--- src/core/edge_enc_pkg.sv ---
// Shared constants and types for the edge and encoder counter channel.
// Assumes a 32-bit AHB-Lite register bus and a single 25 MHz clock.
`default_nettype none
package edge_enc_pkg;
  // Register byte offsets
  localparam logic [7:0] ctrl_offset = 8'h00;
  localparam logic [7:0] status_offset = 8'h04;
  localparam logic [7:0] count_offset = 8'h08;
  localparam logic [7:0] reload_offset = 8'h0c;
  localparam logic [7:0] fifo_offset = 8'h10;
  localparam logic [7:0] cmd_offset = 8'h14;
  // Command bit positions, then FIFO depth, count width and reload reset value
  localparam int cmd_arm_bit = 0;
  localparam int cmd_disarm_bit = 1;
  localparam int fifo_depth = 16;
  localparam int count_width = 32;
  localparam logic [31:0] reload_reset = 32'h0000_0000;

  typedef enum logic [1:0] {
    single_edge_decode = 2'b00,
    double_edge_decode = 2'b01,
    four_edge_decode = 2'b10
  } decode_type;

  typedef enum logic [1:0] {
    st_idle = 2'b00,
    st_armed = 2'b01,
    st_snap = 2'b11
  } run_type;

  typedef struct packed {
    logic sample_rising;
    logic index_enable;
    decode_type decode;
    logic pause_level;
    logic pause_from_gate;
    logic pause_enable;
    logic count_gate_enable;
    logic buffered;
    logic count_rising;
    logic encoder_mode;
  } ctrl_type;
  localparam ctrl_type ctrl_reset = 11'h402;

  typedef struct packed {
    logic overflow;
    logic fifo_full;
    logic fifo_empty;
    logic armed;
  } status_type;

  typedef struct packed {
    logic edge_in;
    logic gate;
    logic pause;
    logic sample;
    logic phase_a;
    logic phase_b;
    logic index;
  } pins_type;
  localparam int pin_count = 7;
endpackage
`default_nettype wire

--- src/core/edge_enc_counter.sv ---
// Edge counter and quadrature decoder with sample FIFO, AHB-Lite slave.
// Assumes asynchronous pins, one 25 MHz clock and word-only bus access.
`default_nettype none

module sample_fifo #(
  parameter int WIDTH = 32,
  parameter int DEPTH = 16
) (
  // Clock and reset
  input wire logic i_clk,
  input wire logic i_rst_n,
  input wire logic i_flush,
  // Fill side
  input wire logic i_in_valid,
  output logic o_in_ready,
  input wire logic [WIDTH-1:0] i_in_data,
  // Drain side
  output logic o_out_valid,
  input wire logic i_out_ready,
  output logic [WIDTH-1:0] o_out_data
);
  localparam int AW = $clog2(DEPTH);
  logic [WIDTH-1:0] mem [DEPTH];
  logic [AW:0] wr_q;
  logic [AW:0] rd_q;
  wire push = i_in_valid && o_in_ready;
  wire pop = o_out_valid && i_out_ready;
  assign o_out_valid = (wr_q != rd_q);
  assign o_in_ready = !((wr_q[AW] != rd_q[AW]) && (wr_q[AW-1:0] == rd_q[AW-1:0]));
  assign o_out_data = mem[rd_q[AW-1:0]];

  always_ff @(posedge i_clk) begin
    if (push) begin
      mem[wr_q[AW-1:0]] <= i_in_data;
    end
  end

  always_ff @(posedge i_clk or negedge i_rst_n) begin
    if (!i_rst_n) begin
      wr_q <= '0;
      rd_q <= '0;
    end else if (i_flush) begin
      wr_q <= '0;
      rd_q <= '0;
    end else begin
      wr_q <= wr_q + (AW+1)'(push);
      rd_q <= rd_q + (AW+1)'(pop);
    end
  end
endmodule

module edge_enc_counter #(
  parameter int CNT_W = edge_enc_pkg::count_width,
  parameter int DEPTH = edge_enc_pkg::fifo_depth
) (
  // Clock and reset
  input wire logic i_clk,
  input wire logic i_arst_n,
  // AHB-Lite slave
  input wire logic i_hsel,
  input wire logic [31:0] i_haddr,
  input wire logic [1:0] i_htrans,
  input wire logic i_hwrite,
  input wire logic [2:0] i_hsize,
  input wire logic [31:0] i_hwdata,
  input wire logic i_hready,
  output logic o_hreadyout,
  output logic [31:0] o_hrdata,
  output logic o_hresp,
  // Signal source and encoder pins
  input wire logic i_edge_in,
  input wire logic i_gate,
  input wire logic i_pause,
  input wire logic i_sample_clk,
  input wire logic i_phase_a,
  input wire logic i_phase_b,
  input wire logic i_index,
  // Status
  output logic o_armed
);
  localparam int NP = edge_enc_pkg::pin_count;

  // Reset release
  logic [1:0] rst_q;
  wire rst_n = rst_q[1];
  always_ff @(posedge i_clk or negedge i_arst_n) begin
    if (!i_arst_n) begin
      rst_q <= 2'b00;
    end else begin
      rst_q <= {rst_q[0], 1'b1};
    end
  end

  // Pin synchronisers; only the second stage and its delayed copy are read
  edge_enc_pkg::pins_type pins_raw;
  edge_enc_pkg::pins_type pins_s;
  edge_enc_pkg::pins_type pins_p;
  logic [NP-1:0] meta_q;
  logic [NP-1:0] sync_q;
  logic [NP-1:0] prev_q;
  assign pins_raw = {i_edge_in, i_gate, i_pause, i_sample_clk, i_phase_a, i_phase_b, i_index};
  assign pins_s = sync_q;
  assign pins_p = prev_q;

  for (genvar g = 0; g < NP; g++) begin : g_sync
    always_ff @(posedge i_clk or negedge rst_n) begin
      if (!rst_n) begin
        meta_q[g] <= 1'b0;
        sync_q[g] <= 1'b0;
        prev_q[g] <= 1'b0;
      end else begin
        meta_q[g] <= pins_raw[g];
        sync_q[g] <= meta_q[g];
        prev_q[g] <= sync_q[g];
      end
    end
  end

  function automatic logic edge_of(input logic now, input logic was, input logic rising);
    edge_of = rising ? (now && !was) : (!now && was);
  endfunction

  // Registers
  edge_enc_pkg::ctrl_type ctrl_q;
  edge_enc_pkg::run_type state_q;
  edge_enc_pkg::run_type state_d;
  logic [CNT_W-1:0] reload_q;
  logic [CNT_W-1:0] count_q;
  logic [CNT_W-1:0] count_d;
  logic overflow_q;

  // Bus address phase capture
  logic [7:0] addr_q;
  logic wr_pend_q;
  logic [31:0] rdata_q;
  logic ready_q;
  wire take = i_hsel && i_htrans[1] && i_hready;
  wire rd_take = take && !i_hwrite;
  wire [7:0] addr_w = {i_haddr[7:2], 2'b00};
  wire wr_now = wr_pend_q;
  wire wr_ctrl = wr_now && (addr_q == edge_enc_pkg::ctrl_offset);
  wire wr_reload = wr_now && (addr_q == edge_enc_pkg::reload_offset);
  wire wr_cmd = wr_now && (addr_q == edge_enc_pkg::cmd_offset);
  wire arm_cmd = wr_cmd && i_hwdata[edge_enc_pkg::cmd_arm_bit];
  wire disarm_cmd = wr_cmd && i_hwdata[edge_enc_pkg::cmd_disarm_bit];
  wire rd_count = rd_take && (addr_w == edge_enc_pkg::count_offset);
  wire rd_fifo = rd_take && (addr_w == edge_enc_pkg::fifo_offset);
  wire armed = (state_q == edge_enc_pkg::st_armed);
  wire counting = armed || (state_q == edge_enc_pkg::st_snap);

  // Pause and gate qualification
  wire pause_src = ctrl_q.pause_from_gate ? pins_s.gate : pins_s.pause;
  wire paused = ctrl_q.pause_enable && (pause_src == ctrl_q.pause_level);
  wire gate_ok = !ctrl_q.count_gate_enable || pins_s.gate;
  wire run = counting && !paused;

  // Plain edge counting
  wire edge_hit = edge_of(pins_s.edge_in, pins_p.edge_in, ctrl_q.count_rising);

  // Quadrature decode
  wire a_n = pins_s.phase_a;
  wire b_n = pins_s.phase_b;
  wire a_chg = a_n ^ pins_p.phase_a;
  wire b_chg = b_n ^ pins_p.phase_b;
  wire a_rise = a_chg && a_n;
  wire a_fall = a_chg && !a_n;
  logic q_step;
  logic q_up;
  always_comb begin
    q_step = 1'b0;
    q_up = 1'b0;
    unique case (ctrl_q.decode)
      edge_enc_pkg::single_edge_decode: begin
        q_step = (a_rise || a_fall) && !b_chg && !b_n;
        q_up = a_rise;
      end
      edge_enc_pkg::double_edge_decode: begin
        q_step = a_chg && !b_chg;
        q_up = a_n ^ b_n;
      end
      edge_enc_pkg::four_edge_decode: begin
        q_step = a_chg ^ b_chg;
        q_up = a_n ^ pins_p.phase_b;
      end
      default: begin
        q_step = 1'b0;
        q_up = 1'b0;
      end
    endcase
  end
  wire index_hit = ctrl_q.encoder_mode && ctrl_q.index_enable &&
                   edge_of(pins_s.index, pins_p.index, 1'b1);

  // Next count
  always_comb begin
    count_d = count_q;
    if (arm_cmd || state_q == edge_enc_pkg::st_idle) begin
      count_d = '0;
    end else if (run && index_hit) begin
      count_d = reload_q;
    end else if (run && ctrl_q.encoder_mode && q_step) begin
      count_d = q_up ? count_q + CNT_W'(1) : count_q - CNT_W'(1);
    end else if (run && !ctrl_q.encoder_mode && edge_hit && gate_ok) begin
      count_d = count_q + CNT_W'(1);
    end
  end

  // Run state: idle, armed, or a one-cycle window around an unarmed read
  always_comb begin
    state_d = state_q;
    unique case (state_q)
      edge_enc_pkg::st_idle: begin
        if (arm_cmd) begin
          state_d = edge_enc_pkg::st_armed;
        end else if (rd_count) begin
          state_d = edge_enc_pkg::st_snap;
        end
      end
      edge_enc_pkg::st_armed: begin
        if (disarm_cmd) begin
          state_d = edge_enc_pkg::st_idle;
        end
      end
      edge_enc_pkg::st_snap: begin
        state_d = edge_enc_pkg::st_idle;
      end
      default: begin
        state_d = edge_enc_pkg::st_idle;
      end
    endcase
  end

  // Sample clock capture into the FIFO; the clock is only ever a pin
  wire sample_hit = armed && ctrl_q.buffered &&
                    edge_of(pins_s.sample, pins_p.sample, ctrl_q.sample_rising);
  logic fifo_in_ready;
  logic fifo_out_valid;
  logic [CNT_W-1:0] fifo_out_data;

  sample_fifo #(
    .WIDTH(CNT_W),
    .DEPTH(DEPTH)
  ) u_fifo (
    .i_clk(i_clk),
    .i_rst_n(rst_n),
    .i_flush(arm_cmd),
    .i_in_valid(sample_hit),
    .o_in_ready(fifo_in_ready),
    .i_in_data(count_q),
    .o_out_valid(fifo_out_valid),
    .i_out_ready(rd_fifo),
    .o_out_data(fifo_out_data)
  );

  // A full FIFO drops the sample; the drop is flagged until the next arm
  wire overflow_set = sample_hit && !fifo_in_ready;

  edge_enc_pkg::status_type status_w;
  assign status_w = '{overflow: overflow_q, fifo_full: !fifo_in_ready,
                      fifo_empty: !fifo_out_valid, armed: armed};

  logic [31:0] rd_mux;
  always_comb begin
    rd_mux = 32'h0000_0000;
    unique case (addr_w)
      edge_enc_pkg::ctrl_offset: rd_mux = 32'(ctrl_q);
      edge_enc_pkg::status_offset: rd_mux = 32'(status_w);
      edge_enc_pkg::count_offset: rd_mux = 32'(count_q);
      edge_enc_pkg::reload_offset: rd_mux = 32'(reload_q);
      edge_enc_pkg::fifo_offset: rd_mux = fifo_out_valid ? 32'(fifo_out_data) : 32'h0000_0000;
      default: rd_mux = 32'h0000_0000;
    endcase
  end

  wire snap_read = rd_count && (state_q == edge_enc_pkg::st_idle) && !arm_cmd;

  always_ff @(posedge i_clk or negedge rst_n) begin
    if (!rst_n) begin
      state_q <= edge_enc_pkg::st_idle;
      count_q <= '0;
    end else begin
      state_q <= state_d;
      count_q <= count_d;
    end
  end

  always_ff @(posedge i_clk or negedge rst_n) begin
    if (!rst_n) begin
      ctrl_q <= edge_enc_pkg::ctrl_reset;
      reload_q <= CNT_W'(edge_enc_pkg::reload_reset);
      overflow_q <= 1'b0;
    end else begin
      if (wr_ctrl) begin
        ctrl_q <= edge_enc_pkg::ctrl_type'(i_hwdata[$bits(edge_enc_pkg::ctrl_type)-1:0]);
      end
      if (wr_reload) begin
        reload_q <= i_hwdata[CNT_W-1:0];
      end
      // Set wins over the clear made by arming
      overflow_q <= overflow_set || (overflow_q && !arm_cmd);
    end
  end

  // Bus slave: reads answer in the first data phase cycle, except an
  // unarmed count read, which inserts one wait state for its window
  always_ff @(posedge i_clk or negedge rst_n) begin
    if (!rst_n) begin
      addr_q <= 8'h00;
      wr_pend_q <= 1'b0;
      rdata_q <= 32'h0000_0000;
      ready_q <= 1'b1;
      o_armed <= 1'b0;
    end else begin
      o_armed <= (state_d == edge_enc_pkg::st_armed);
      wr_pend_q <= take && i_hwrite;
      if (take) begin
        addr_q <= addr_w;
      end
      if (snap_read) begin
        ready_q <= 1'b0;
      end else if (state_q == edge_enc_pkg::st_snap) begin
        ready_q <= 1'b1;
        rdata_q <= 32'(count_d);
      end else if (rd_take) begin
        rdata_q <= rd_mux;
      end
    end
  end

  assign o_hreadyout = ready_q;
  assign o_hrdata = rdata_q;
  assign o_hresp = 1'b0;
endmodule
`default_nettype wire

--- config.mk ---
export PLATFORM = sky130hd
export DESIGN_NAME = edge_enc_counter
export DESIGN_NICKNAME = d
export VERILOG_FILES = /design/src/core/edge_enc_pkg.sv /design/src/core/edge_enc_counter.sv
export SDC_FILE = /design/constraint.sdc
export NUM_CORES = 1
export LEC_CHECK = 0
export BUFFER_PORTS_ARGS = -buffer_cell sky130_fd_sc_hd__buf_2
export CORE_UTILIZATION = 50
export DETAILED_ROUTE_END_ITERATION = 12
export GPL_TIMING_DRIVEN = 0
export PLACE_DENSITY = 0.66
export SKIP_CTS_REPAIR_TIMING = 1
export SYNTH_ARGS = -nofsm -noshare
export SYNTH_HDL_FRONTEND = slang
export SYNTH_HIERARCHICAL = 1
export SYNTH_SLANG_ARGS = --single-unit
--- constraint.sdc ---
create_clock -name i_clk -period 6.46 [get_ports i_clk]
set_input_delay 0.323 -clock i_clk [delete_from_list [all_inputs] [get_ports i_clk]]
set_output_delay 0.323 -clock i_clk [all_outputs]
set_load 0.01 [all_outputs]
---- Yosys cells after proc, flatten, opt, wreduce, memory -nomap -nowiden ----
Memory sizes are Yosys's and may differ from the RTL's.
Index checks and enable logic that the tools add are counted.
W data, S select, Z words.
cells by class
  bitwise logic cells ..................... 6
  multiplexer cells ....................... 24
  add/sub/neg operators ................... 4
  reduce and logical (&&, ||, !) cells .... 67
  equality and inequality tests ........... 15
operator list
  cell                     count
  $mux W32                 8
  $pmux W32 S5             1
  $logic_and A1 B1 Y1      40
  $add A32 B1 Y32 const B  1
  $sub A32 B1 Y32 const B  1
  $eq A6 B2 Y1 const B     3
  $logic_not A8 Y1         2
  $logic_not A1 Y1         15
  $eq A6 B3 Y1 const B     2
  $add A5 B1 Y5            2
  $mux W5                  2
  $mux W1                  7
  $eq A2 B1 Y1 const B     3
  $eq A6 B1 Y1 const B     1
  $mux W2                  3
  $pmux W1 S3              2
  $logic_or A1 B1 Y1       5
  $ne A5 B5 Y1             1
  $xor A1 B1 Y1            5
  $eq A2 B2 Y1 const B     2
  $eq A4 B4 Y1             1
  $logic_not A2 Y1         2
  $pmux W2 S2              1
  $reduce_bool A2 Y1       2
  4 further kinds          4
storage, ports and cells
  flip-flop bits (word level) ............. 150
  output and inout port bits .............. 35
  RAM bits ................................ 512
  memories ................................ 1
  logic and storage cells ................. 158
memories
  name        words  bits a word  rd ports  clocked after Yosys merged registers in  wr ports  RTL line                RTL
  u_fifo.mem  16     32           1         0                                        1         edge_enc_counter.sv:23  logic [WIDTH-1:0] mem [DEPTH];

---- Longest topological paths before layout ----
Gate-level depths: netlist (run 1).
  depth after elaboration ................. 13
  gate-level depth with buffers ........... 13

---- Hierarchy ----
The synthesis (run 1) kept the hierarchy.
modules (own cells, without submodules)
  module            instances  seq. area each (µm²)  cells each  area an instance (µm²)
  sample_fifo       1          15625.0               1002        20169.3
  edge_enc_counter  1          3507.1                844         8031.5

---- Least setup slack after synthesis (run 1) ----
OpenSTA, ideal clock, no wires.
  path kind ............................... reg-to-reg
  start ................................... register state_q[0]
  end ..................................... memory u_fifo.mem[1][0] (enable)
  path buffers ............................ 2
  clock period less this slack ............ 4968 ps
  arrival time ............................ 4467 ps
  setup time .............................. 502 ps
  stages on the path, launching flop included .. 8
  data required time ...................... 5958 ps
  path slack .............................. 1492 ps
  cell sequence ........................... dfrtp_1 clkbuf_1 inv_1 nor2_1 and3_1 a21bo_1 buf_4 nor4_1
on the way
  longest elaborated chain between the ends .. 6
ends and longest elaborated chain
  what                               RTL line                 RTL
  start: declaration                 edge_enc_counter.sv:125  edge_enc_pkg::run_type state_q;
  start signal: assignment           edge_enc_counter.sv:279  state_q <= edge_enc_pkg::st_idle;
  start signal: assignment           edge_enc_counter.sv:282  state_q <= state_d;
  $eq A2 B1 Y1                       edge_enc_counter.sv:148  wire armed = (state_q == edge_enc_pkg::st_armed);
  $logic_and A1 B1 Y1 (2 in series)  edge_enc_counter.sv:234  wire sample_hit = armed && ctrl_q.buffered &&
  named net sample_hit               edge_enc_counter.sv:234
  $logic_and A1 B1 Y1                edge_enc_counter.sv:26   wire push = i_in_valid && o_in_ready;
  $mux W1                            edge_enc_counter.sv:33   if (push) begin
  $mux W1 (not written as such)      edge_enc_counter.sv:34   mem[wr_q[AW-1:0]] <= i_in_data;
  end: declaration                   edge_enc_counter.sv:23
The timed path passes the listed nets, and every way through them passes these cells.

---- Final worst setup path (run 1) ----
  start ................................... register sync_q[2], in the netlist a_n
  end ..................................... register count_q[10]
on the way
  longest elaborated chain between the ends .. 10
ends and longest elaborated chain
  what                                                      RTL line                                          RTL
  start: declaration                                        edge_enc_counter.sv:99                            logic [NP-1:0] sync_q;
  start signal: indexed assignment                          edge_enc_counter.sv:113                           sync_q[g] <= meta_q[g];
  $xor A1 B1 Y1 / $logic_not A1 Y1 (equally long branches)  edge_enc_counter.sv:163, edge_enc_counter.sv:166
  $logic_and A1 B1 Y1, on equally long branches             edge_enc_counter.sv:165, edge_enc_counter.sv:166
  $logic_or A1 B1 Y1                                        edge_enc_counter.sv:174                           q_step = (a_rise || a_fall) && !b_chg && !b_n;
  $logic_and A1 B1 Y1 (2 in series)                         edge_enc_counter.sv:174
  $pmux W1 S3                                               edge_enc_counter.sv:172                           unique case (ctrl_q.decode)
  $logic_and A1 B1 Y1                                       edge_enc_counter.sv:201                           end else if (run && ctrl_q.encoder_mode && q_step) begin
  $mux W32 (*)                                              edge_enc_counter.sv:201
  $mux W32 (*)                                              edge_enc_counter.sv:199                           end else if (run && index_hit) begin
  $mux W32 (*)                                              edge_enc_counter.sv:197                           if (arm_cmd || state_q == edge_enc_pkg::st_idle) begin
  named net count_d[10]                                     edge_enc_counter.sv:129                           logic [CNT_W-1:0] count_d;
  end signal: assignment                                    edge_enc_counter.sv:283                           count_q <= count_d;
  end: declaration                                          edge_enc_counter.sv:128                           logic [CNT_W-1:0] count_q;
Mark *: on every way through the listed nets, which the timed path passes. The rest lies on a longest branch.
A chain may end at the register's enable or synchronous reset.

==> metrics, run 1 <==
Fin. Hold Viols 1; routed via count 18500; Unique masters post-synth 81; failing checks hold timing, capacitance limit, slew limit; P_leak 12.1 nW; Top delay family on crit path compound AO/OA/AOI/OAI gates; Detailed Place HPWL 60.1 mm; commonest non-fill, non-tap cell in the layout edfxtp_1; critical path type reg -> reg; worst hold margin -4.37 ps; largest net degree at the start of global routing 71; nets 2199; vias in the first global route 18200; CORE AREA 55400 um^2; Core Rows 86; pre-CTS setup slack 2200 ps; worst setup margin 2060 ps; number of I/O port buffers 82; initial drt markers 2108; Total Wirelength 84.6 mm; DRC 0; Die Area 57400 um^2; Ys Warns 6; status finished, violations left; total of max-cap violations 2; syn nets 1939; multi-input logic area 8450 um^2; worst rel slew slack -0.0593; Mapped Avg Cell Area 15.3 um^2; Layout area overhead 16.6%; Syn Std Cell Area 28200 um^2; Hold WC Path Type in -> reg; post-synthesis sequential area ratio 0.678; H-tree depth 3; startpoint type of the worst setup path flip-flop; first-pass iteration count of the detailed router 9; required time of the critical path 6910 ps; Final ANT Viol Nets 0; CTS Buf Count 68; number of synthesized flops with an enable pin 512; Synth area leader edfxtp_1; fmax 227 MHz; placed cell area 30300 um^2; first-pass GRT wire length 122 mm; WL/cell 29.1 um; Layout Skew 21.5 ps; vias per cell 6.35; synthesized netlist cell count 1846; #FFs+latches synth 662; cell breakdown of the critical path ha_1 > or4b_1 > a311o_1 > a211oi_1 > clkbuf_1 > o221ai_1 > xor2_1 > a21oi_1; Worst EP arrival 4850 ps; final period utilization 0.681; CTS tree yes; Primary FF master, synth edfxtp_1; Clock Root Buffer clkbuf_16; Storage cell area 19100 um^2; # fillers 4253; share of layout cells above drive strength 1 0.198; critical-path maximum fanout 10; Die Y 239 um; final setup fails 0; ys async rst share 0.227; final instance area 32900 um^2; clk sinks 662; GRT overflow 0; most frequent cells in the layout 512 x edfxtp_1, 146 x dfrtp_1, 141 x mux2i_1, 121 x a22oi_1; Synth area leaders edfxtp_1 55%, dfrtp_1 13%, mux4_2 5.1%, mux2i_1 5.0%, a22oi_1 3.2%; buffer and inverter count on the worst path 1; Period minus WS final 4400 ps; Worst-Skew Late Latency 620 ps; io pins 116; final max-slew violation count 11; CTS max path bufs 3; VDD IR max 0.191 mV; antenna violations before repair 1; GPL Wtd Cong 0.945; die width 239 um; worst-margin pin slew 1590 ps; post-synth top area share 0.545; Total GRT Usage 0.299; Reg clk slew, reported paths 60 ps; Starting Density 0.509; Critical Path Sink Type flip-flop; RSZ-0062 raised after global routing no; Ant. Diodes 0; CP max stage cell a211oi_1; CP peak stage delay 1170 ps; Power Density 270 nW/um^2
## registers in the layout, summed over array words and instances, names as in the netlist, 6 cells and up
register and cells:
ctrl_q 11, addr_q 6, o_hrdata 32, u_fifo/mem 512, reload_q 32, count_q 32, meta_q 7
## synthesized netlist by cell type, types with 12 or more instances
library cell and n:
a21oi_1 45, a222oi_1 16, a22o_1 13, a22oi_1 121, buf_2 17, buf_6 16, clkbuf_1 78, dfrtp_1 147
edfxtp_1 512, ha_1 12, inv_1 15, mux2_2 48, mux2i_1 141, mux4_2 64, nand2_1 100, nand3_1 51
nand4_1 14, nor2_1 80, nor2b_1 14, nor3_1 33, nor4_1 19, o211ai_1 13, o21ai_0 60, or3_1 12
xnor2_1 18, xor2_1 14
## worst register-to-register path, stage by stage, from the launching register on
cell and delay, ps:
dfrtp_1 410, ha_1 300, or4b_1 550, a311o_1 430, a211oi_1 1170, clkbuf_1 620, o221ai_1 300, xor2_1 300
a21oi_1 150
## layer usage
layer	global-route usage	wire, um
met5	0	11
met4	0.117	3470
met3	0.0588	7040
met2	0.490	41100
met1	0.394	33000
## cell type report
class | count | area share
Timing Repair Buffer | 190 | 0.0457
Clock buffer | 91 | 0.0562
Sequential cell | 662 | 0.582
Inverter | 16 | 0.00183
Buffer | 125 | 0.0202
Multi-Input combinational cell | 1043 | 0.257
Tap cell | 748 | 0.0285
Clock inverter | 33 | 0.00894
## logic make-up (layout without fill, tap and decap cells)
| logic type | Yosys count | in the layout | share of synthesized area |
|---|---|---|---|
| other | 2 | 2 | 0.000266 |
| flip-flops | 662 | 662 | 0.678 |
| multiplexers | 253 | 253 | 0.120 |
| XOR/XNOR | 32 | 32 | 0.00994 |
| buffers and inverters | 141 | 455 | 0.0256 |
| adder cells (fa/ha/maj) | 12 | 12 | 0.00532 |
| AO/OA/AOI/OAI | 359 | 359 | 0.0907 |
| AND/OR/NAND/NOR | 385 | 385 | 0.0694 |
## path summary, 6_finish.rpt
path | from | to | slack, ps | cells after the start
min reg2reg | rst_q[1]$_DFF_PN0_ | pins_s[3]$_DFF_PN0_ | 220 | 0
max reg2reg | a_n$_DFF_PN0_ | count_q[10]$_DFF_PN0_ | 2060 | 8
max | a_n$_DFF_PN0_ | count_q[10]$_DFF_PN0_ | 2060 | 8
min in group asynchronous | i_arst_n | rst_q[1]$_DFF_PN0_ | 30 | 2
min | i_haddr[6] | addr_q[6]$_DFFE_PN0P_ | -4 | 2
max in group asynchronous | rst_q[1]$_DFF_PN0_ | ctrl_q[10]$_DFFE_PN1P_ | 5550 | 1
## power by group
part           internal [mW]  leakage, nW  switching, mW
Clock                   2.15         1.03           1.65
Sequential              4.60         7.32         0.0640
Combinational          0.181         3.71          0.240
## per-stage QoR
step                std cells  TNS [ps]  utilization  power [mW]
floorplan                1846         0            -        4.98
global placement         2676   -553510        0.533        5.13
finish                   2908         0        0.593        8.88
detailed placement       2743         0        0.547        5.14
global route             2908         0        0.593        9.13
CTS                      2867         0        0.586        8.91
(Power assumes the default switching activity.)
==> inputs of run 2 (changes only) <==
- clock period: 6.46 -> 4.4 ns (I/O delays scaled with it)
==> run 2 against run 1 <==
Net effect: the flow finishes with violations (capacitance limit); fmax increased by 4.2%; via count decreased by 0.20%; cell count increased by 0.21%; core utilization increased by 0.27 points; combinational power increased by 46%; wire length decreased by 0.75%; die area unchanged; flip-flop and latch count unchanged; power increased by 50%; critical path type unchanged; critical endpoint is now o_hrdata[10]$_DFFE_PN0P_.
==> metrics, run 2 (synthesis gave the netlist of run 1 again) <==
min-delay src i_htrans[1]; Clock Root Buffer clkbuf_16; Period minus WS final 4220 ps (-178 ps); nets 2203 (+0.18%); Layout Skew 22.9 ps (+1.40 ps); Hold WC Path Type in -> reg; final instance area 33000 um^2 (+0.45%); FF-to-FF path depth 8 (unchanged); placed cell area 30300 um^2 (about the same); CTS Buf Count 70 (+2.9%); fmax 237 MHz (+4.2%); status finished, violations left; Reg-to-Reg End o_hrdata[10]$_DFFE_PN0P_; Fin. Hold Viols 0 (-1); largest net degree at the start of global routing 66 (-7.0%); met2 Use GR 0.490 (-0.000617); total of max-cap violations 1 (-1); number of I/O port buffers 82 (unchanged); CORE AREA 55400 um^2 (unchanged); first-pass GRT wire length 120 mm (-1.3%); Die Y 239 um (unchanged); hold path endpoint wr_now$_DFF_PN0_; io pins 116 (unchanged); reg2reg start a_n$_DFF_PN0_; required time of the critical path 4870 ps (-2040 ps); Worst-Skew Late Latency 620 ps (about the same); Detailed Place HPWL 60.4 mm (+0.38%); final period utilization 0.959 (+0.278); Final ANT Viol Nets 0 (unchanged); met1 Use GR 0.385 (-0.00889); share of layout cells above drive strength 1 0.202 (+0.00472); Core Rows 86 (unchanged); antenna violations before repair 0 (-1); r2r setup slk 180 ps (-1880 ps); # fillers 4258 (+0.12%); Total GRT Usage 0.296 (-0.00298); Min-Delay Path Depth 3 (+1); die width 239 um (unchanged); DRC 0 (unchanged); initial drt markers 1820 (-14%); CTS max path bufs 3 (unchanged); Worst EP arrival 4690 ps (-160 ps); GRT overflow 0 (unchanged); critical-path maximum fanout 10 (unchanged); Power Density 403 nW/um^2 (+49%); most frequent cells in the layout 512 x edfxtp_1, 146 x dfrtp_1, 141 x mux2i_1, 121 x a22oi_1, 100 x nand2_1; routed via count 18400 (-0.20%); Layout area overhead 17.1%; critical path type reg -> reg; RSZ-0062 raised after global routing no; Total Wirelength 84.0 mm (-0.75%); worst rel slew slack 0.00547 (+0.0647); post-layout power 13.3 mW (+50%); WL/cell 28.8 um (-0.96%); H-tree depth 3 (unchanged); commonest non-fill, non-tap cell in the layout edfxtp_1; worst-margin pin slew 1470 ps (-116 ps); GR Util met3 0.0537 (-0.00507); startpoint type of the worst setup path flip-flop; vias in the first global route 17900 (-1.4%); Reg clk slew, reported paths 60 ps (about the same); VDD IR max 0.334 mV (+75%); busiest grt layer met2; Largest register FFs 512 (unchanged); CTS tree yes; vias per cell 6.32 (-0.41%); Die Area 57400 um^2 (unchanged); final setup fails 0 (unchanged); Starting Density 0.509 (unchanged); clk sinks 662 (unchanged); failing checks capacitance limit; P_leak 12.1 nW (+0.65%); Critical Path Sink Type flip-flop; final max-slew violation count 0 (-11); first-pass iteration count of the detailed router 5 (-4); GPL Wtd Cong 0.944 (about the same)
==> run 2: cell count changes in the layout (fill, tap and decap cells not counted), sizes merged <==
cell         previous run  this run
buf                   196       193
dlygate4sd3            41        46
clkbuf                169       161
clkinvlp                1         2
diode                   0         2
clkinv                 25        31
bufinv                  3         6
==> run 2: how the worst max path moves through the flow <==
| stage | slack, ps | cells past startpoint | to | from |
|---|---|---|---|---|
| after detailed placement | 240 | 8 | o_hrdata[10]$_DFFE_PN0P_ | a_n$_DFF_PN0_ |
| after floorplan | -570 | 7 | u_fifo/mem[1][0]$_DFFE_PP_ | state_q[0]$_DFF_PN0_ |
| final | 180 | 8 | o_hrdata[10]$_DFFE_PN0P_ | a_n$_DFF_PN0_ |
| after global routing | 70 | 10 | o_hrdata[30]$_DFFE_PN0P_ | count_q[0]$_DFF_PN0_ |
| after global placement | -4270 | 7 | u_fifo/mem[2][12]$_DFFE_PP_ | state_q[0]$_DFF_PN0_ |
| after CTS | 230 | 8 | o_hrdata[10]$_DFFE_PN0P_ | a_n$_DFF_PN0_ |
==> run 2: per-stage QoR <==
| step | hold slack [ps] | utilization | cells | worst slack, ps | setup TNS (ps) |
|---|---|---|---|---|---|
| final | 136 | 0.596 | 2914 | 179 | 0 |
| after global placement | 6.11 | 0.533 | 2676 | -4270 | -1539990 |
| after detailed placement | 10.2 | 0.547 | 2740 | 238 | 0 |
| after CTS | -649 | 0.588 | 2866 | 231 | 0 |
| after global routing | 169 | 0.596 | 2912 | 71.7 | 0 |
| after floorplan | -75.6 | - | 1846 | -568 | -109100 |
==> run 2: power breakdown <==
part | internal, mW | leakage, nW | switching [mW]
logic | 0.268 | 3.71 | 0.348
registers | 6.75 | 7.32 | 0.104
clock network | 3.37 | 1.11 | 2.45
==> run 2: metal layers <==
| layer | wire [um] | share of wire |
|---|---|---|
| met4 | 3610 | 0.043 |
| met3 | 6460 | 0.077 |
| met5 | 0 | 0 |
| met1 | 32600 | 0.39 |
| met2 | 41300 | 0.49 |
==> run 2: critical path, cell delays in order (launching register included) <==
cell	delay (ps)
dfrtp_1	400
ha_1	290
or4b_1	560
a311o_1	440
a211oi_1	1060
clkbuf_1	620
o221ai_1	310
xor2_1	270
o21ai_0	130
==> run 2: final cells by class <==
cell class                      instances  area [um^2]  area share
Sequential cell                       662        19100       0.579
Multi-Input combinational cell       1043         8450       0.256
Clock buffer                           83         1840      0.0558
Timing Repair Buffer                  192         1530      0.0462
Tap cell                              748          936      0.0283
Buffer                                125          663      0.0201
Clock inverter                         43          418      0.0127
Inverter                               16         60.1     0.00182
Antenna cell                            2         5.00    0.000151
